==> src/inc/ssef_pkg.sv <==
// Package with register map, field positions, reset values and carrier types of the status flag block.
package ssef_pkg;

    // ------------------------------------------------------------
    // Register map
    // ------------------------------------------------------------
    localparam logic [7:0] SSEF_ADDR_STATUS = 8'h00;
    localparam logic [7:0] SSEF_ADDR_CTRL = 8'h04;
    localparam logic [7:0] SSEF_ADDR_HOLD = 8'h08;
    localparam int SSEF_ADDR_W = 8;

    // ------------------------------------------------------------
    // Status register fields
    // ------------------------------------------------------------
    localparam int SSEF_ST_TX_EMPTY = 7;
    localparam int SSEF_ST_RX_FULL = 6;
    localparam int SSEF_ST_OVERRUN = 5;
    localparam int SSEF_ST_FRAME_ERR = 4;
    localparam int SSEF_ST_PARITY_ERR = 3;
    localparam int SSEF_ST_TX_END = 2;
    localparam int SSEF_ST_RX_MP = 1;
    localparam int SSEF_ST_TX_MP = 0;
    localparam logic [7:0] SSEF_STATUS_RESET = 8'h84;

    // ------------------------------------------------------------
    // Control register fields
    // ------------------------------------------------------------
    localparam int SSEF_CT_RX_ON = 0;
    localparam int SSEF_CT_TX_ON = 1;
    localparam int SSEF_CT_SYNC = 2;
    localparam int SSEF_CT_MP_FMT = 3;
    localparam int SSEF_CT_PAR_EN = 4;
    localparam int SSEF_CT_PAR_ODD = 5;
    localparam int SSEF_CT_TWO_STOP = 6;
    localparam int SSEF_CT_W = 7;
    localparam logic [SSEF_CT_W-1:0] SSEF_CTRL_RESET = 7'h00;

    // ------------------------------------------------------------
    // Buffering
    // ------------------------------------------------------------
    localparam int SSEF_FIFO_DEPTH = 32;

    // One received character as handed over by the receive shifter.
    typedef struct packed {
        logic [7:0] data;
        logic parity_bit;
        logic mp_bit;
        logic stop1;
        logic stop2;
    } ssef_frame_t;

    localparam int SSEF_FRAME_W = $bits(ssef_frame_t);

    // Decoded control register.
    typedef struct packed {
        logic two_stop;
        logic par_odd;
        logic par_en;
        logic mp_fmt;
        logic sync;
        logic tx_on;
        logic rx_on;
    } ssef_ctrl_t;

endpackage

==> src/hw/ssef_status.sv <==
// Serial status flag block: APB registers, receive error checking, transmit end and multiprocessor bits.

// ------------------------------------------------------------
// Synchronous FIFO with flip-flop storage
// ------------------------------------------------------------
module ssef_fifo #(
    parameter int WIDTH = 8,
    parameter int DEPTH = 32
) (
    // Clock and reset
    input wire logic i_clk,
    input wire logic i_resetn,
    // Fill side
    input wire logic i_valid,
    output logic o_ready,
    input wire logic [WIDTH-1:0] i_data,
    // Drain side
    output logic o_valid,
    input wire logic i_ready,
    output logic [WIDTH-1:0] o_data
);
    localparam int AW = $clog2(DEPTH);

    logic [WIDTH-1:0] mem_q [DEPTH];
    logic [WIDTH-1:0] mem_d [DEPTH];
    logic [AW-1:0] wr_q, wr_d, rd_q, rd_d;
    logic [AW:0] cnt_q, cnt_d;
    logic push, pop;

    assign o_ready = (cnt_q != (AW+1)'(DEPTH));
    assign o_valid = (cnt_q != '0);
    assign o_data = mem_q[rd_q];
    assign push = i_valid && o_ready;
    assign pop = o_valid && i_ready;

    always_comb begin
        mem_d = mem_q;
        wr_d = wr_q;
        rd_d = rd_q;
        cnt_d = cnt_q;
        if (push) begin
            mem_d[wr_q] = i_data;
            wr_d = (wr_q == AW'(DEPTH - 1)) ? '0 : wr_q + 1'b1;
        end
        if (pop) begin
            rd_d = (rd_q == AW'(DEPTH - 1)) ? '0 : rd_q + 1'b1;
        end
        if (push && !pop) begin
            cnt_d = cnt_q + 1'b1;
        end else if (pop && !push) begin
            cnt_d = cnt_q - 1'b1;
        end
    end

    always_ff @(posedge i_clk or negedge i_resetn) begin
        if (!i_resetn) begin
            for (int i = 0; i < DEPTH; i++) begin
                mem_q[i] <= '0;
            end
            wr_q <= '0;
            rd_q <= '0;
            cnt_q <= '0;
        end else begin
            mem_q <= mem_d;
            wr_q <= wr_d;
            rd_q <= rd_d;
            cnt_q <= cnt_d;
        end
    end
endmodule

// ------------------------------------------------------------
// Top level
// ------------------------------------------------------------
module ssef_status (
    // Clock and reset
    input wire logic i_clk,
    input wire logic i_resetn,
    // APB slave
    input wire logic i_psel,
    input wire logic i_penable,
    input wire logic i_pwrite,
    input wire logic [ssef_pkg::SSEF_ADDR_W-1:0] i_paddr,
    input wire logic [31:0] i_pwdata,
    output logic [31:0] o_prdata,
    output logic o_pready,
    output logic o_pslverr,
    // Power state
    input wire logic i_standby,
    // Receive shifter side
    input wire logic i_rx_valid,
    input wire ssef_pkg::ssef_frame_t i_rx_frame,
    output logic o_rx_ready,
    output logic [7:0] o_rx_hold,
    output logic o_rx_full_set,
    // Upper status flags kept by neighbouring logic
    input wire logic i_tx_empty,
    input wire logic i_rx_full,
    input wire logic i_overrun,
    // Transmit side
    input wire logic i_tx_empty_clr,
    input wire logic i_xfer_tx_write,
    input wire logic i_tx_last_bit,
    input wire logic i_tx_active,
    output logic o_tx_mp_bit,
    output logic o_tx_halt
);
    import ssef_pkg::*;

    ssef_ctrl_t ctrl_q, ctrl_d;
    logic fer_q, fer_d, per_q, per_d, transmit_end_flag_q, transmit_end_flag_d, mpb_q, mpb_d, tx_multiproc_bit_q, tx_multiproc_bit_d;
    logic fer_seen_q, fer_seen_d, per_seen_q, per_seen_d;
    logic [7:0] hold_q, hold_d;
    logic full_set_q, full_set_d;
    logic [31:0] rdata_q, rdata_d;
    logic slverr_q, slverr_d;
    logic [7:0] status;
    logic setup, access, wr_status, wr_ctrl, rd_status, hit;
    logic f_valid, f_ready;
    ssef_frame_t f_frame;
    logic pop, async_chk, frame_bad, parity_bad;

    // ------------------------------------------------------------
    // Receive buffer
    // ------------------------------------------------------------
    ssef_fifo #(
        .WIDTH(SSEF_FRAME_W),
        .DEPTH(SSEF_FIFO_DEPTH)
    ) u_rx_fifo (
        .i_clk(i_clk),
        .i_resetn(i_resetn),
        .i_valid(i_rx_valid),
        .o_ready(o_rx_ready),
        .i_data(i_rx_frame),
        .o_valid(f_valid),
        .i_ready(f_ready),
        .o_data(f_frame)
    );

    // Errors stall draining; receive disable touches no flag.
    assign f_ready = ctrl_q.rx_on && !fer_q && !per_q && !i_standby;
    assign pop = f_valid && f_ready;
    assign async_chk = !ctrl_q.sync;
    assign frame_bad = async_chk && !f_frame.stop1;
    assign parity_bad = async_chk && ctrl_q.par_en && ((^f_frame.data ^ f_frame.parity_bit) != ctrl_q.par_odd);

    assign o_tx_halt = ctrl_q.sync && (fer_q || per_q);
    assign o_tx_mp_bit = tx_multiproc_bit_q && !ctrl_q.sync && ctrl_q.mp_fmt && i_tx_active;

    // ------------------------------------------------------------
    // APB decode
    // ------------------------------------------------------------
    assign setup = i_psel && !i_penable;
    assign access = i_psel && i_penable;
    assign hit = (i_paddr == SSEF_ADDR_STATUS) || (i_paddr == SSEF_ADDR_CTRL) || (i_paddr == SSEF_ADDR_HOLD);
    assign wr_status = access && i_pwrite && (i_paddr == SSEF_ADDR_STATUS);
    assign wr_ctrl = access && i_pwrite && (i_paddr == SSEF_ADDR_CTRL);
    assign rd_status = access && !i_pwrite && (i_paddr == SSEF_ADDR_STATUS);
    assign o_pready = 1'b1;
    assign o_prdata = rdata_q;
    assign o_pslverr = slverr_q && access;
    assign o_rx_hold = hold_q;
    assign o_rx_full_set = full_set_q;

    always_comb begin
        status = '0;
        status[SSEF_ST_TX_EMPTY] = i_tx_empty;
        status[SSEF_ST_RX_FULL] = i_rx_full;
        status[SSEF_ST_OVERRUN] = i_overrun;
        status[SSEF_ST_FRAME_ERR] = fer_q;
        status[SSEF_ST_PARITY_ERR] = per_q;
        status[SSEF_ST_TX_END] = transmit_end_flag_q;
        status[SSEF_ST_RX_MP] = mpb_q;
        status[SSEF_ST_TX_MP] = tx_multiproc_bit_q;
    end

    // ------------------------------------------------------------
    // Next state
    // ------------------------------------------------------------
    always_comb begin
        ctrl_d = ctrl_q;
        fer_d = fer_q;
        per_d = per_q;
        transmit_end_flag_d = transmit_end_flag_q;
        mpb_d = mpb_q;
        tx_multiproc_bit_d = tx_multiproc_bit_q;
        hold_d = hold_q;
        full_set_d = 1'b0;
        rdata_d = rdata_q;
        slverr_d = slverr_q;
        fer_seen_d = fer_seen_q;
        per_seen_d = per_seen_q;
        // Read data is captured in the setup cycle and shown in the access cycle.
        if (setup) begin
            slverr_d = !hit;
            rdata_d = '0;
            if (!i_pwrite && i_paddr == SSEF_ADDR_STATUS) begin
                rdata_d[7:0] = status;
            end else if (!i_pwrite && i_paddr == SSEF_ADDR_CTRL) begin
                rdata_d[SSEF_CT_W-1:0] = ctrl_q;
            end else if (!i_pwrite && i_paddr == SSEF_ADDR_HOLD) begin
                rdata_d[7:0] = hold_q;
            end
        end
        if (wr_ctrl) begin
            ctrl_d = ssef_ctrl_t'(i_pwdata[SSEF_CT_W-1:0]);
        end
        // Zero after read clears an error flag; one and the end bit are ignored; SSEF_ST_TX_MP takes the written value.
        if (wr_status) begin
            tx_multiproc_bit_d = i_pwdata[SSEF_ST_TX_MP];
            if (!i_pwdata[SSEF_ST_FRAME_ERR] && fer_seen_q) begin
                fer_d = 1'b0;
            end
            if (!i_pwdata[SSEF_ST_PARITY_ERR] && per_seen_q) begin
                per_d = 1'b0;
            end
        end
        if (i_tx_empty_clr || i_xfer_tx_write) begin
            transmit_end_flag_d = 1'b0;
        end
        if ((i_tx_last_bit && i_tx_empty) || (wr_ctrl && ctrl_q.tx_on && !i_pwdata[SSEF_CT_TX_ON])) begin
            transmit_end_flag_d = 1'b1;
        end
        if (pop) begin
            hold_d = f_frame.data;
            // Error sets win over software clears.
            if (frame_bad) begin
                fer_d = 1'b1;
            end
            if (parity_bad) begin
                per_d = 1'b1;
            end
            // Full flag only for clean characters.
            full_set_d = !frame_bad && !parity_bad;
            if (async_chk && ctrl_q.mp_fmt) begin
                mpb_d = f_frame.mp_bit;
            end
        end
        fer_seen_d = fer_d && (fer_seen_q || (rd_status && rdata_q[SSEF_ST_FRAME_ERR] && fer_q));
        per_seen_d = per_d && (per_seen_q || (rd_status && rdata_q[SSEF_ST_PARITY_ERR] && per_q));
        if (i_standby) begin
            fer_d = 1'b0;
            per_d = 1'b0;
            transmit_end_flag_d = 1'b1;
            mpb_d = 1'b0;
            tx_multiproc_bit_d = 1'b0;
            fer_seen_d = 1'b0;
            per_seen_d = 1'b0;
            full_set_d = 1'b0;
        end
    end

    // ------------------------------------------------------------
    // Registers
    // ------------------------------------------------------------
    always_ff @(posedge i_clk or negedge i_resetn) begin
        if (!i_resetn) begin
            ctrl_q <= SSEF_CTRL_RESET;
            fer_q <= SSEF_STATUS_RESET[SSEF_ST_FRAME_ERR];
            per_q <= SSEF_STATUS_RESET[SSEF_ST_PARITY_ERR];
            transmit_end_flag_q <= SSEF_STATUS_RESET[SSEF_ST_TX_END];
            mpb_q <= SSEF_STATUS_RESET[SSEF_ST_RX_MP];
            tx_multiproc_bit_q <= SSEF_STATUS_RESET[SSEF_ST_TX_MP];
            fer_seen_q <= 1'b0;
            per_seen_q <= 1'b0;
            hold_q <= '0;
            full_set_q <= 1'b0;
            rdata_q <= '0;
            slverr_q <= 1'b0;
        end else begin
            ctrl_q <= ctrl_d;
            fer_q <= fer_d;
            per_q <= per_d;
            transmit_end_flag_q <= transmit_end_flag_d;
            mpb_q <= mpb_d;
            tx_multiproc_bit_q <= tx_multiproc_bit_d;
            fer_seen_q <= fer_seen_d;
            per_seen_q <= per_seen_d;
            hold_q <= hold_d;
            full_set_q <= full_set_d;
            rdata_q <= rdata_d;
            slverr_q <= slverr_d;
        end
    end
endmodule

==> config.mk <==
export PLATFORM = sky130hd
export DESIGN_NAME = ssef_status
export DESIGN_NICKNAME = d
export VERILOG_FILES = /design/src/inc/ssef_pkg.sv /design/src/hw/ssef_status.sv
export SDC_FILE = /design/constraint.sdc
export NUM_CORES = 1
export LEC_CHECK = 0
export BUFFER_PORTS_ARGS = -buffer_cell sky130_fd_sc_hd__buf_2
export CORE_MARGIN = 5
export CORE_UTILIZATION = 40
export DETAILED_ROUTE_END_ITERATION = 10
export SYNTH_ARGS = -nofsm -noshare
export SYNTH_HDL_FRONTEND = slang
export SYNTH_HIERARCHICAL = 1
export SYNTH_SLANG_ARGS = --single-unit
==> constraint.sdc <==
create_clock -name i_clk -period 4.1 [get_ports i_clk]
set_input_delay 0.615 -clock i_clk [delete_from_list [all_inputs] [get_ports i_clk]]
set_output_delay 0.615 -clock i_clk [all_outputs]
set_load 0.1 [all_outputs]
==> flow_summary.yaml <==
run_status:
  status: "finished, final reports clean"
timing:
  tns_ps: 0
  min_period_over_period_pct: 88.7
  rsz0062_at_grt: "no"
  relSlewSlack_pct: 21.9
  setup_viol: 0
  period_minus_slack_ps: 3640
  finalHoldViolCount: 0
  worst_slew_pin_slew_ps: 1160
  skew_ps: 16.3
  finalMaxSlewViolations: 0
  max_freq_ghz: 0.275
worst_setup_path:
  r2r_cells: 9
  worstSetupPathDepth: 9
  critPathMaxStageDelay_ps: 680
  crit_arrival_ps: 4060
  worstPathMaxFanout: 9
  start_kind: "flip-flop"
  reg2reg_to: "u_rx_fifo/cnt_q[5]"
  timing.rr.start: "u_rx_fifo/cnt_q[0]"
  crit_family: "simple AND/OR/NAND/NOR gates"
  slowest_stage: "o31ai_2"
  required_ps: 4530
  ff2ff_setup_slack_ps: 460
  setup.worst_path.class: "reg -> reg"
  crit_chain: "or4_4 > o31ai_2 > ha_1 > inv_1 > ha_1 > or4_1 > o211ai_1 > nor3b_1 > xnor2_1"
  end_kind: "flip-flop"
  critPathMostFrequentCell: "ha_1"
  cp_num_buf_inv: 1
synthesis:
  netlist_area_um2: 19100
  avgSynthCellArea_um2: 14.4
  syn-instance-count: 1325
  synth_warnings: 6
grt:
  antenna_found_initial: 1
  grt_pass1_vias: 11800
  grt_overflow: 0
  grt_max_degree: 112
  grt_usage_pct: 17.3
  grt_pass1_wl_um: 71400
routing:
  drt_iter0_drc: 603
  routed_wl_um: 45500
  ant_nets: 0
  firstDrtPassIters: 5
  routed_via_density: 5.57
  wl_per_cell_um: 22.5
  vias: 11300
  post-route-drc-count: 0
die:
  dieArea_um2: 52100
  placementRows: 80
  die_y_um: 228
  core_area_um2: 47400
  io_pins: 112
  fp.dieW_um: 228
  start_util_pct: 40.2
clocking:
  cts_hold_buf: 0
  clk_latency_ps: 540
  cts_resized: 0
  post-cts-setup-buffer-count: 0
  cts_buffers: 43
  cts_tree: "built"
  clkTransAtPathRegs_ps: 60
  cts_max_level: 2
  cts-root-buf: "clkbuf_16"
  clock_path_buffers: 3
  cts.sinks: 400
pwr:
  powerDensity_nw_per_um2: 648
  clkPwrFrac_pct: 28.2
  leakage_uw: 0.00965
  switching_share_pct: 28.4
  intPower_uw: 9940
  p_total_uw: 13900
  power_switching_uw: 3940
  seqPwrFrac_pct: 44.5
  comb_power_share_pct: 27.3
  ir_worst_vdd_v: 0.000317
cells_and_area:
  area_growth_syn_to_layout_pct: 12.4
  final_nets: 1454
  finalNonFillerCells: 2021
  drive_gt1_share_pct: 47.2
  diodes: 0
min_path:
  hp-class: "in -> async"
placed_design:
  gp_congestion: 0.790
  place.port_buffers: 60
  dp_cells: 1945
  hpwl_um: 28700
job:
  cap_viol_max_count: 0
## per-layer routing
layer | share of wire (%) | vias to the layer above | GRT usage [%] | wire length, um
li1 | - | 4968 | - | -
met1 | 47 | 6020 | 25.0 | 21200
met2 | 47 | 200 | 27.7 | 21400
met3 | 3.8 | 65 | 2.30 | 1740
met4 | 2.4 | 0 | 4.69 | 1090
met5 | 0 | - | 0 | 0
## sequential cells by signal (all words and copies together) (netlist names), 5 cells and up
signal	cells
u_rx_fifo/rd_q	5
u_rx_fifo/cnt_q	6
o_prdata	8
u_rx_fifo/mem_q	352
o_rx_hold	8
ctrl_q	7
u_rx_fifo/wr_q	5
## how the worst max path moves through the flow
stage / slack (ps) / start / endpoint
6_report: 460 / u_rx_fifo/cnt_q[0] / u_rx_fifo/cnt_q[5]
5_1_grt: 130 / u_rx_fifo/rd_q[0] / per_seen_q
4_1_cts: 430 / u_rx_fifo/rd_q[0] / per_seen_q
3_5_place_dp: 490 / u_rx_fifo/cnt_q[0] / u_rx_fifo/cnt_q[5]
3_3_place_gp: 480 / u_rx_fifo/rd_q[0] / o_rx_full_set
2_1_floorplan: 940 / u_rx_fifo/cnt_q[0] / u_rx_fifo/cnt_q[5]
## layout by cell type (no fill, tap or decap), types with 10 or more instances in the layout
master	instances
mux2_2	371
buf_2	59
mux2i_1	55
nor3_2	11
clkbuf_16	45
a22oi_1	11
a21oi_1	29
nand2b_1	10
mux4_2	66
clkbuf_8	14
a22o_1	11
nor2_1	16
conb_1	25
o21ai_0	13
nand3_1	18
clkinv_2	10
ha_1	12
dfrtp_1	397
o22ai_1	10
o221ai_1	11
nor3_1	10
buf_4	54
nand2_1	24
## cell type report
class                   instances  area [um2]
clock buffers                  63        1330
clock inverters                13         118
fillers                      4269       26000
inverters                       9        33.8
multi-input cells             803        8350
flip-flops and latches        400       10000
well taps                     615         769
repair buffers                118         796
## power groups by stage
| stage | sequential, uW | combinational (uW) | clock, uW |
|---|---|---|---|
| after detailed placement | 6240 | 3820 | 0 |
| after CTS | 6180 | 3830 | 4040 |
| final | 6180 | 3780 | 3920 |
| after global routing | 6360 | 4110 | 4190 |
| after floorplan | 6040 | 2970 | 0 |
| after global placement | 6150 | 3710 | 0 |
## stage by stage
stage / cell area, um2 / worst slack (ps) / hold slack (ps) / util (%)
finish: 21400 / 464 / 143 / 45.1
global route: 21400 / 127 / 218 / 45.1
CTS: 21400 / 429 / 180 / 45.1
detailed placement: 20000 / 486 / 459 / 42.1
global placement: 20000 / 481 / 457 / 42.1
floorplan: 19100 / 943 / 319 / -
No activity file was read; power rests on OpenSTA's default activity.
